## config.mk

```make
export PLATFORM = sky130hd
export DESIGN_NAME = dram_io_if
export DESIGN_NICKNAME = d
export VERILOG_FILES = /design/src/logic/dram_io_pkg.sv /design/src/logic/rd_word_fifo.sv /design/src/logic/dram_io_if.sv
export VERILOG_INCLUDE_DIRS = /design/src /design/src/logic
export SDC_FILE = /design/constraint.sdc
export NUM_CORES = 2
export LEC_CHECK = 0
export BUFFER_PORTS_ARGS = -buffer_cell sky130_fd_sc_hd__buf_2
export CAP_MARGIN = 40
export CORE_MARGIN = 2
export CORE_UTILIZATION = 60
export CTS_CLUSTER_SIZE = 28
export DETAILED_ROUTE_END_ITERATION = 6
export GPL_ROUTABILITY_DRIVEN = 0
export PLACE_DENSITY = 0.77
export SLEW_MARGIN = 10
export SYNTH_ARGS = -nofsm -noshare
export SYNTH_HDL_FRONTEND = slang
export SYNTH_HIERARCHICAL = 1
export SYNTH_SLANG_ARGS = --single-unit
```

## constraint.sdc

```tcl
create_clock -name i_clk -period 4.22 [get_ports i_clk]
set_input_delay 1.055 -clock i_clk [delete_from_list [all_inputs] [get_ports i_clk]]
set_output_delay 1.055 -clock i_clk [all_outputs]
set_load 0.03 [all_outputs]
```

## src/logic/dram_io_cfg.svh

```systemverilog
// Constants of the dual-rank DDR2 ball interface: widths, mode bit positions, reset values
`ifndef DRAM_IO_CFG_SVH
`define DRAM_IO_CFG_SVH

// ==========================================================
// Widths
`define RANKS 2
`define BEAT_W 8
`define BEATS 4
`define CORE_W 32
`define ADDR_W 14
`define BA_W 3
`define PEND_W 3
`define CTL_W 26
`define PIN_W 3

// ==========================================================
// Extended mode register selection and field positions
`define BA_EMR 3'h1
`define EMR_RTT_LO 2
`define EMR_RTT_HI 6
`define EMR_DQSC_DIS 10
`define EMR_RDQS_EN 11

// ==========================================================
// Read buffer and reset values
`define RD_FIFO_DEPTH 32
`define PEND_MAX 3'h7
`define LAST_BEAT 2'h3
`define OE_OFF 8'hff
`define OE_X8 8'h00
`define OE_X4 8'hf0
`define TERM_X8 8'hff
`define TERM_X4 8'h0f

`endif

```

## src/logic/dram_io_pkg.sv

```systemverilog
// Types shared by the dual-rank DDR2 ball interface
package dram_io_pkg;
	`include "dram_io_cfg.svh"

	// ==========================================================
	// Command code taken from RAS#, CAS#, WE# in that order
	typedef enum logic [2:0] {
		CMD_LOAD_MODE = 3'h0,
		CMD_REFRESH = 3'h1,
		CMD_PRECHARGE = 3'h2,
		CMD_ACTIVATE = 3'h3,
		CMD_WRITE = 3'h4,
		CMD_READ = 3'h5,
		CMD_TERMINATE = 3'h6,
		CMD_NOP = 3'h7
	} cmd_e;

	// Read burst sequencer
	typedef enum logic [1:0] {
		RD_IDLE = 2'b01,
		RD_BURST = 2'b10
	} rd_state_e;

	typedef logic [`CORE_W-1:0] core_word_t;

	// ==========================================================
	// State of the interface, apart from the read buffer and the o_rd_ready register
	typedef struct packed {
		logic [1:0] ck_s1;
		logic [1:0] ck_s2;
		logic ck_prev;
		logic [`CTL_W-1:0] ctl_s1;
		logic [`CTL_W-1:0] ctl_s2;
		logic [`BEAT_W-1:0] dq_s1;
		logic [`BEAT_W-1:0] dq_s2;
		logic [`PIN_W-1:0] pin_s1;
		logic [`PIN_W-1:0] pin_s2;
		logic dqs_prev;
		logic [`RANKS-1:0] cke_q;
		logic [`RANKS-1:0] odt_q;
		logic [`RANKS-1:0] rtt_en;
		logic [`RANKS-1:0] dqsc_dis;
		logic [`RANKS-1:0] rdqs_en;
		logic [`PEND_W-1:0] wr_pend;
		logic [1:0] wr_beat;
		core_word_t wr_word;
		logic [`BEATS-1:0] wr_mask;
		logic wr_rank;
		logic [`PEND_W-1:0] rd_pend;
		logic [1:0] rd_beat;
		core_word_t rd_word;
		logic rd_rank;
		rd_state_e state;
		logic [`BEAT_W-1:0] dq;
		logic [`BEAT_W-1:0] dq_oe_n;
		logic dqs;
		logic dqs_oe_n;
		logic dqs_c;
		logic dqs_c_oe_n;
		logic rdqs;
		logic rdqs_oe_n;
		logic rdqs_c;
		logic rdqs_c_oe_n;
		logic [`RANKS-1:0] term_rank;
		logic [`BEAT_W-1:0] term_dq;
		logic term_dqs;
		logic term_dqs_c;
		logic term_dm;
		logic cmd_valid;
		cmd_e cmd_code;
		logic cmd_rank;
		logic [`BA_W-1:0] cmd_bank;
		logic [`ADDR_W-1:0] cmd_addr;
		logic wr_valid;
		core_word_t wr_data;
		logic [`BEATS-1:0] wr_mask_out;
		logic wr_rank_out;
	} io_state_s;
endpackage : dram_io_pkg

```

## src/logic/rd_word_fifo.sv

```systemverilog
// Flip-flop FIFO holding core read words on their way to the ball side
`timescale 1ns/1ps
module rd_word_fifo #(
	parameter int WIDTH = 32,
	parameter int DEPTH = 32
) (
	input wire logic i_clk, // System clock
	input wire logic i_sys_rst, // Synchronous reset, active high
	input wire logic i_in_valid, // Word offered
	input wire logic [WIDTH-1:0] i_in_data, // Word offered
	output logic o_in_ready, // Room for a word
	output logic o_out_valid, // Word available
	output logic [WIDTH-1:0] o_out_data, // Oldest word
	input wire logic i_out_ready // Drain takes the word
);
	localparam int PW = $clog2(DEPTH);
	localparam int CW = PW + 1;

	typedef struct packed {
		logic [DEPTH-1:0][WIDTH-1:0] mem;
		logic [PW-1:0] wr_ptr;
		logic [PW-1:0] rd_ptr;
		logic [CW-1:0] count;
		logic in_ready;
		logic out_valid;
	} fifo_state_s;

	fifo_state_s s_q;
	fifo_state_s s_d;
	logic push;
	logic pop;

	// ==========================================================
	// Next state; flags are registered from the next count so they never lie
	always_comb begin
		s_d = s_q;
		push = i_in_valid & s_q.in_ready;
		pop = i_out_ready & s_q.out_valid;
		if (push) begin
			s_d.mem[s_q.wr_ptr] = i_in_data;
			s_d.wr_ptr = s_q.wr_ptr + 1'b1;
		end
		if (pop) begin
			s_d.rd_ptr = s_q.rd_ptr + 1'b1;
		end
		s_d.count = s_q.count + CW'(push) - CW'(pop);
		s_d.in_ready = s_d.count != CW'(DEPTH);
		s_d.out_valid = s_d.count != '0;
		if (i_sys_rst) begin
			s_d = '0;
			s_d.in_ready = 1'b1;
		end
	end

	// State register
	always_ff @(posedge i_clk) begin
		s_q <= s_d;
	end

	assign o_in_ready = s_q.in_ready;
	assign o_out_valid = s_q.out_valid;
	assign o_out_data = s_q.mem[s_q.rd_ptr];
endmodule : rd_word_fifo

```

## src/logic/dram_io_if.sv

```systemverilog
// Ball-level command, termination and data/strobe logic of a two-rank DDR2 device
`timescale 1ns/1ps
module dram_io_if (
	input wire logic i_clk, // System clock, 200 MHz
	input wire logic i_sys_rst, // Synchronous reset, active high
	input wire logic i_org_x8, // Organization strap: 1 x8, 0 x4
	input wire logic i_ck, // Link clock true
	input wire logic i_ck_c, // Link clock complement
	input wire logic [1:0] i_cs_n, // Chip select per rank
	input wire logic [1:0] i_cke, // Clock enable per rank
	input wire logic [1:0] i_odt, // Termination enable per rank
	input wire logic i_ras_n, // Row strobe
	input wire logic i_cas_n, // Column strobe
	input wire logic i_we_n, // Write enable
	input wire logic [2:0] i_ba, // Bank address
	input wire logic [13:0] i_addr, // Row / column address
	input wire logic [7:0] i_dq, // Data ball level
	output logic [7:0] o_dq, // Data ball drive
	output logic [7:0] o_dq_oe_n, // Data drive enable, low drives
	input wire logic i_dqs, // Strobe ball level
	output logic o_dqs, // Strobe drive
	output logic o_dqs_oe_n, // Strobe drive enable, low drives
	output logic o_dqs_c, // Complement strobe drive
	output logic o_dqs_c_oe_n, // Complement strobe enable, low drives
	input wire logic i_dm_rdqs, // Shared mask / redundant strobe ball level
	output logic o_rdqs, // Redundant strobe drive
	output logic o_rdqs_oe_n, // Redundant strobe enable, low drives
	output logic o_rdqs_c, // Complement redundant strobe drive
	output logic o_rdqs_c_oe_n, // Complement redundant strobe enable, low drives
	output logic [1:0] o_term_rank, // Termination active per rank
	output logic [7:0] o_term_dq, // Termination on data balls
	output logic o_term_dqs, // Termination on strobe
	output logic o_term_dqs_c, // Termination on complement strobe
	output logic o_term_dm, // Termination on mask ball
	output logic [1:0] o_rank_active, // Rank circuitry enabled
	output logic o_cmd_valid, // Decoded command pulse
	output dram_io_pkg::cmd_e o_cmd_code, // Decoded command
	output logic o_cmd_rank, // Target rank
	output logic [2:0] o_cmd_bank, // Target bank
	output logic [13:0] o_cmd_addr, // Address with command
	output logic o_wr_valid, // Write core word pulse
	output logic [31:0] o_wr_data, // Write core word
	output logic [3:0] o_wr_mask, // Per-beat discard flags
	output logic o_wr_rank, // Rank of write word
	input wire logic i_rd_valid, // Read core word offered
	input wire logic [31:0] i_rd_data, // Read core word
	output logic o_rd_ready // Read buffer has room
);
	import dram_io_pkg::*;

	io_state_s s_q;
	io_state_s n;
	logic fifo_valid;
	logic fifo_ready;
	logic fifo_pop;
	core_word_t fifo_data;

	// ==========================================================
	// Functions
	// Saturating pending counter update
	function automatic logic [`PEND_W-1:0] pend_next(input logic [`PEND_W-1:0] p, input logic inc,
		input logic dec);
		logic [`PEND_W-1:0] r;
		r = p;
		if (inc && !dec && p != `PEND_MAX) begin
			r = p + 1'b1;
		end else if (dec && !inc && p != '0) begin
			r = p - 1'b1;
		end
		return r;
	endfunction : pend_next

	// Beat k of a core word; x4 words fill only the low half
	function automatic logic [`BEAT_W-1:0] beat_of(input core_word_t w, input logic [1:0] k, input logic x8);
		logic [`BEAT_W-1:0] r;
		r = x8 ? w[8*k +: 8] : {4'h0, w[4*k +: 4]};
		return r;
	endfunction : beat_of

	// ==========================================================
	// Read buffer; back-pressure reaches the core side through o_rd_ready
	rd_word_fifo #(
		.WIDTH(`CORE_W),
		.DEPTH(`RD_FIFO_DEPTH)
	) u_rd_fifo (
		.i_clk(i_clk),
		.i_sys_rst(i_sys_rst),
		.i_in_valid(i_rd_valid),
		.i_in_data(i_rd_data),
		.o_in_ready(fifo_ready),
		.o_out_valid(fifo_valid),
		.o_out_data(fifo_data),
		.i_out_ready(fifo_pop)
	);

	// ==========================================================
	// Next-state logic
	always_comb begin
		logic ck_lvl;
		logic ck_rise;
		logic ck_fall;
		logic [1:0] cs_n;
		logic [1:0] cke;
		logic [1:0] odt;
		cmd_e cmd;
		logic [`BA_W-1:0] ba;
		logic [`ADDR_W-1:0] addr;
		logic x8;
		logic dqs_lvl;
		logic dm;
		logic dqs_edge;
		logic sel;
		logic hit;
		logic wr_inc;
		logic wr_dec;
		logic rd_inc;
		logic rd_dec;
		logic dm_mode;
		logic [1:0] k;
		n = s_q;
		fifo_pop = 1'b0;
		wr_inc = 1'b0;
		wr_dec = 1'b0;
		rd_inc = 1'b0;
		rd_dec = 1'b0;
		k = 2'h0;
		n.cmd_valid = 1'b0;
		n.wr_valid = 1'b0;
		// Two-flop synchronisers; logic reads only the second stage
		n.ck_s1 = {i_ck_c, i_ck};
		n.ck_s2 = s_q.ck_s1;
		n.ctl_s1 = {i_cs_n, i_cke, i_odt, i_ras_n, i_cas_n, i_we_n, i_ba, i_addr};
		n.ctl_s2 = s_q.ctl_s1;
		n.dq_s1 = i_dq;
		n.dq_s2 = s_q.dq_s1;
		n.pin_s1 = {i_org_x8, i_dm_rdqs, i_dqs};
		n.pin_s2 = s_q.pin_s1;
		// Clock crossing: high while CK high and CK# low
		ck_lvl = s_q.ck_s2[0] & ~s_q.ck_s2[1];
		n.ck_prev = ck_lvl;
		ck_rise = ck_lvl & ~s_q.ck_prev;
		ck_fall = ~ck_lvl & s_q.ck_prev;
		cs_n = s_q.ctl_s2[25:24];
		cke = s_q.ctl_s2[23:22];
		odt = s_q.ctl_s2[21:20];
		cmd = cmd_e'(s_q.ctl_s2[19:17]);
		ba = s_q.ctl_s2[16:14];
		addr = s_q.ctl_s2[13:0];
		x8 = s_q.pin_s2[2];
		dm = s_q.pin_s2[1];
		dqs_lvl = s_q.pin_s2[0];
		n.dqs_prev = dqs_lvl;
		dqs_edge = dqs_lvl ^ s_q.dqs_prev;

		// Command decode at each rising crossing; a low select picks its die, rank 0 when both are low
		sel = cs_n[0];
		hit = ~&cs_n && cke[sel];
		if (ck_rise) begin
			n.cke_q = cke;
			n.odt_q = odt;
			if (hit) begin
				n.cmd_valid = 1'b1;
				n.cmd_code = cmd;
				n.cmd_rank = sel;
				n.cmd_bank = ba;
				n.cmd_addr = addr;
				// Each die keeps its own mode bits, so ranks are independent
				if (cmd == CMD_LOAD_MODE && ba == `BA_EMR) begin
					n.rtt_en[sel] = addr[`EMR_RTT_LO] | addr[`EMR_RTT_HI];
					n.dqsc_dis[sel] = addr[`EMR_DQSC_DIS];
					n.rdqs_en[sel] = addr[`EMR_RDQS_EN];
				end
				if (cmd == CMD_WRITE) begin
					wr_inc = 1'b1;
					n.wr_rank = sel;
				end
				if (cmd == CMD_READ) begin
					rd_inc = 1'b1;
					n.rd_rank = sel;
				end
			end
		end

		// Write capture on both strobe edges; the strobe is centred in each bit, so sampling is at its edge
		dm_mode = ~(x8 & s_q.rdqs_en[s_q.wr_rank]);
		if (dqs_edge && s_q.wr_pend != '0 && s_q.state == RD_IDLE) begin
			k = s_q.wr_beat;
			if (x8) begin
				n.wr_word[8*k +: 8] = s_q.dq_s2;
			end else begin
				n.wr_word[4*k +: 4] = s_q.dq_s2[3:0];
				n.wr_word[16 + 4*k +: 4] = 4'h0;
			end
			n.wr_mask[k] = dm_mode & dm;
			n.wr_beat = s_q.wr_beat + 2'h1;
			if (s_q.wr_beat == `LAST_BEAT) begin
				n.wr_valid = 1'b1;
				n.wr_data = n.wr_word;
				n.wr_mask_out = n.wr_mask;
				n.wr_rank_out = s_q.wr_rank;
				wr_dec = 1'b1;
			end
		end

		// Read bursts: one beat per clock half, strobe toggling with the data
		unique case (s_q.state)
			RD_IDLE: begin
				if (ck_rise && s_q.rd_pend != '0 && fifo_valid) begin
					fifo_pop = 1'b1;
					rd_dec = 1'b1;
					n.rd_word = fifo_data;
					n.rd_beat = 2'h0;
					n.state = RD_BURST;
					n.dq = beat_of(fifo_data, 2'h0, x8);
					n.dq_oe_n = x8 ? `OE_X8 : `OE_X4;
					n.dqs = 1'b1;
					n.dqs_oe_n = 1'b0;
				end
			end
			RD_BURST: begin
				if (ck_rise || ck_fall) begin
					if (s_q.rd_beat == `LAST_BEAT) begin
						n.state = RD_IDLE;
						n.dq_oe_n = `OE_OFF;
						n.dqs = 1'b0;
						n.dqs_oe_n = 1'b1;
					end else begin
						n.rd_beat = s_q.rd_beat + 2'h1;
						n.dq = beat_of(s_q.rd_word, n.rd_beat, x8);
						n.dqs = ~s_q.dqs;
					end
				end
			end
		endcase
		n.wr_pend = pend_next(s_q.wr_pend, wr_inc, wr_dec);
		n.rd_pend = pend_next(s_q.rd_pend, rd_inc, rd_dec);

		// Companion strobes follow the main strobe under the read rank's mode bits
		n.dqs_c = ~n.dqs;
		n.dqs_c_oe_n = n.dqs_oe_n | s_q.dqsc_dis[n.rd_rank];
		n.rdqs = n.dqs;
		n.rdqs_oe_n = n.dqs_oe_n | ~(x8 & s_q.rdqs_en[n.rd_rank]);
		n.rdqs_c = ~n.dqs;
		n.rdqs_c_oe_n = n.rdqs_oe_n | s_q.dqsc_dis[n.rd_rank];

		// Termination: registered request gated by the die's own enable
		n.term_rank = s_q.odt_q & s_q.rtt_en;
		n.term_dq = (|n.term_rank) ? (x8 ? `TERM_X8 : `TERM_X4) : 8'h00;
		n.term_dqs = |n.term_rank;
		n.term_dqs_c = |(n.term_rank & ~s_q.dqsc_dis);
		n.term_dm = |(n.term_rank & ~(s_q.rdqs_en & {2{x8}}));

		// Synchronous reset: pins released, modes cleared
		if (i_sys_rst) begin
			n = '0;
			n.state = RD_IDLE;
			n.cmd_code = CMD_NOP;
			// Link clock history starts at the crossing-high level, so release can only show a harmless fall
			n.ck_s1 = 2'b01;
			n.ck_s2 = 2'b01;
			n.ck_prev = 1'b1;
			n.dq_oe_n = `OE_OFF;
			n.dqs_oe_n = 1'b1;
			n.dqs_c = 1'b1;
			n.dqs_c_oe_n = 1'b1;
			n.rdqs_c = 1'b1;
			n.rdqs_oe_n = 1'b1;
			n.rdqs_c_oe_n = 1'b1;
		end
	end

	// ==========================================================
	// State register, plus the buffer's room flag re-timed for the port
	always_ff @(posedge i_clk) begin
		s_q <= n;
		o_rd_ready <= fifo_ready & ~i_sys_rst;
	end

	// Outputs straight from the state register
	assign o_dq = s_q.dq;
	assign o_dq_oe_n = s_q.dq_oe_n;
	assign o_dqs = s_q.dqs;
	assign o_dqs_oe_n = s_q.dqs_oe_n;
	assign o_dqs_c = s_q.dqs_c;
	assign o_dqs_c_oe_n = s_q.dqs_c_oe_n;
	assign o_rdqs = s_q.rdqs;
	assign o_rdqs_oe_n = s_q.rdqs_oe_n;
	assign o_rdqs_c = s_q.rdqs_c;
	assign o_rdqs_c_oe_n = s_q.rdqs_c_oe_n;
	assign o_term_rank = s_q.term_rank;
	assign o_term_dq = s_q.term_dq;
	assign o_term_dqs = s_q.term_dqs;
	assign o_term_dqs_c = s_q.term_dqs_c;
	assign o_term_dm = s_q.term_dm;
	assign o_rank_active = s_q.cke_q;
	assign o_cmd_valid = s_q.cmd_valid;
	assign o_cmd_code = s_q.cmd_code;
	assign o_cmd_rank = s_q.cmd_rank;
	assign o_cmd_bank = s_q.cmd_bank;
	assign o_cmd_addr = s_q.cmd_addr;
	assign o_wr_valid = s_q.wr_valid;
	assign o_wr_data = s_q.wr_data;
	assign o_wr_mask = s_q.wr_mask_out;
	assign o_wr_rank = s_q.wr_rank_out;
endmodule : dram_io_if

```

==> flow_summary.yaml <==
status:
  status: "finished, final reports clean"
finish:
  fin_cells: 7531
  final_util_pct: 66.1
  final_layout_size_suffix_gt1_share_pct: 12.3
  nets: 6354
  final.fill_count: 7140
  syn_to_final_growth_pct: 9.14
critical_path:
  critPathMaxFanout: 7
  regToRegSetupSlack_ps: 650
  crit_arrival_ps: 4180
  cp-start-kind: "flip-flop"
  critPathRequiredTime_ps: 4840
  rr_worst_depth: 16
  endpoint_kind: "flip-flop"
  worstSetupPathType: "flip-flop to flip-flop"
grt:
  grt_util_met2_pct: 54.7
  grt_pass1_wl_mm: 255
  grt_overflow: 0
  grt_use_met1_pct: 44.5
  grt_max_degree: 127
  grt_pass1_vias: 44900
  grt_util_met3_pct: 9.00
  track_usage_pct: 34.7
  grt.busiest_layer: "met2"
  antenna_found_initial: 7
place:
  io_buffers: 173
  dp_cells: 7296
  dpl.hpwl_mm: 98.9
  pre_cts_slack_ps: 648
floorplan:
  core_area_um2: 90100
  die_w_um: 306
  io_pins: 174
  initial_core_util_pct: 60.6
  die-area_um2: 93500
  dieHeight_um: 306
  rows: 110
route:
  post_drt_wl_per_cell_um: 22.1
  vias_per_cell: 6.23
  firstDrtPassIters: 6
  vias: 46900
  drc: 0
  wl_mm: 167
  drt-initial-drc-count: 6588
  ant_nets: 0
yosys:
  synthArstFlopShare_pct: 0
  ys_seq_area_share_pct: 47.3
  synth_flop_cell: "dfxtp_1"
  syn_area_per_cell_um2: 8.43
  ys.warnings.count: 6
  synth_area_um2: 54600
  ys_types: 74
  synth_edf_count: 0
  synth-seq-cells: 1292
  postSynthCellCount: 6479
  synth_nets: 6577
flow_run:
  maxCapViolCount: 0
cts:
  ctsHoldBuffers: 0
  cts_buffer_depth: 3
  clkTransAtPathRegs_ps: 60
  cts_tree: "yes"
  numCtsBuffers: 134
  cts_resized: 0
  clock_sink_count: 1292
  cts_max_level: 4
  cts_root_buf: "clkbuf_16"
  clock_latency_ps: 740
  post-cts-setup-buffers: 0
pwr:
  p_leak_nw: 19.3
  powerDensity_nw_per_um2: 429
  clock_power_share_pct: 45.5
  p_int_mw: 19.5
  combinationalPowerShare_pct: 5.7
  vdd_drop_max_uv: 423
  power.switching_mw: 6.02
  power_frac_seq_pct: 48.8
  p_sw_share_pct: 23.6
sta:
  relSlewSlack_pct: 34.0
  grt_setup_unrepaired: "false"
  maxSlewViolCount: 0
  fmax_mhz: 280
  layout_setup_ws_ps: 651
  setup_violations: 0
  finalHoldViolCount: 0
  clock-skew-final_ps: 24.7
  min_period_over_period_pct: 84.6
  worstMarginPinSlew_ps: 988
  post-route-min-period_ps: 3570
  whs_ps: 413
  tns_ps: 0
worst_hold_path:
  hold_path_depth: 1
  hp-class: "flip-flop to flip-flop"
## stage by stage
| stage | area (µm²) | power (mW) |
|---|---|---|
| after global placement | 55000 | 14.1 |
| after global routing | 59600 | 26.2 |
| final | 59600 | 25.5 |
| after CTS | 59600 | 25.6 |
| after detailed placement | 55300 | 14.1 |
| after floorplan | 54600 | 13.6 |
## layout make-up
type / count / area (µm²) / area share (%)
Sequential cell: 1292 / 25900 / 43.4
Multi-Input combinational cell: 4489 / 25400 / 42.6
Clock buffer: 198 / 3960 / 6.64
Timing Repair Buffer: 313 / 2460 / 4.12
Tap cell: 1176 / 1470 / 2.47
Clock inverter: 34 / 350 / 0.588
Inverter: 26 / 97.6 / 0.164
Antenna cell: 3 / 7.51 / 0.0126
## layer usage
metal  wire, µm  share of wire, %
met5         57             0.034
met4       8490               5.1
met3      19600                12
met2      75400                45
met1      63200                38
## worst paths after layout
path / end / startpoint
max: u_rd_fifo/o_in_ready$_SDFF_PP1_ / s_q[265]$_SDFF_PP1_
min: s_q[265]$_SDFF_PP1_ / s_q[267]$_SDFF_PP1_
max reg2reg: u_rd_fifo/o_in_ready$_SDFF_PP1_ / s_q[265]$_SDFF_PP1_
min reg2reg: s_q[265]$_SDFF_PP1_ / s_q[267]$_SDFF_PP1_
## power by group through the flow
stage | clock (mW) | sequential, mW | combinational [mW]
final | 11.6 | 12.5 | 1.46
after global routing | 12.2 | 12.5 | 1.54
after CTS | 11.7 | 12.5 | 1.41
after detailed placement | 0 | 12.7 | 1.41
after global placement | 0 | 12.7 | 1.36
after floorplan | 0 | 12.7 | 0.925
## cells in the final DEF, fill, tap and decap left out, types with 9 or more instances in the layout
cell type	synthesis	routed
a211oi_1	40	40
a21oi_1	1168	1168
a22oi_1	99	99
a31oi_1	20	20
a32oi_1	12	12
and3_1	10	10
buf_12	4	31
buf_2	141	172
buf_4	100	100
clkbuf_1	390	32
clkbuf_16	0	138
clkbuf_8	0	28
clkinv_2	0	13
dfxtp_1	1292	1289
ha_1	21	21
inv_1	23	23
mux2i_1	149	149
mux4_1	11	11
mux4_2	193	193
nand2_1	2226	2214
nand2_2	3	15
nand3_1	10	9
nand3b_1	13	13
nor2_1	145	138
nor2_2	26	32
nor2b_1	106	104
nor3_1	42	40
o21ai_0	10	10
o221ai_1	62	62
o22ai_1	13	13
xnor2_1	10	10
## state kept, by name, indices dropped and copies added (netlist names), 3 cells and up
name,flops
u_rd_fifo/s_q,1040
s_q,165
o_wr_data,32
o_cmd_addr,14
o_dq,8
o_wr_mask,4
o_cmd_bank,3
o_cmd_code,3
## critical path, cell delays in order (launching register included)
cell	delay, ps
dfxtp_1	300
nor2b_1	170
ha_1	210
o311a_1	340
nand2_2	110
inv_2	70
and2_1	290
ha_1	280
inv_1	60
ha_1	150
inv_1	50
fa_1	400
nand2b_1	170
a21oi_1	160
xor2_1	110
nor3_1	230
or3b_1	360
## cells by family after synthesis
kind of cell / after synthesis / share of synthesized area, %
xor gates and xnor gates: 15 / 0.240
DFF: 1292 / 47.3
and+or+nand+nor: 2635 / 19.4
buffers and inverters: 698 / 6.31
adders and majority gates: 24 / 0.591
muxes: 356 / 11.3
AOI/OAI and AO/OA: 1459 / 14.9
## synth_stat cells (5+ instances only)
cell type / number / area (µm²)
a211oi_1: 40 / 300
a21oi_1: 1168 / 5850
a22oi_1: 99 / 743
a2bb2oi_1: 7 / 61.3
a31oi_1: 20 / 125
a32oi_1: 12 / 105
and2_1: 6 / 37.5
and3_1: 10 / 62.6
buf_1: 9 / 33.8
buf_2: 141 / 706
buf_4: 100 / 751
buf_6: 22 / 248
clkbuf_1: 390 / 1460
dfxtp_1: 1292 / 25900
ha_1: 21 / 263
inv_1: 23 / 86.3
mux2i_1: 149 / 1490
mux4_1: 11 / 289
mux4_2: 193 / 4350
nand2_1: 2226 / 8360
nand2b_1: 7 / 43.8
nand3_1: 10 / 50.1
nand3b_1: 13 / 97.6
nand4_1: 5 / 31.3
nor2_1: 145 / 544
nor2_2: 26 / 163
nor2b_1: 106 / 663
nor3_1: 42 / 210
nor4bb_1: 6 / 60.1
o21ai_0: 10 / 50.1
o221ai_1: 62 / 543
o22ai_1: 13 / 81.3
or2_2: 6 / 37.5
xnor2_1: 10 / 87.6
xor2_1: 5 / 43.8
(Power assumes the default switching activity.)
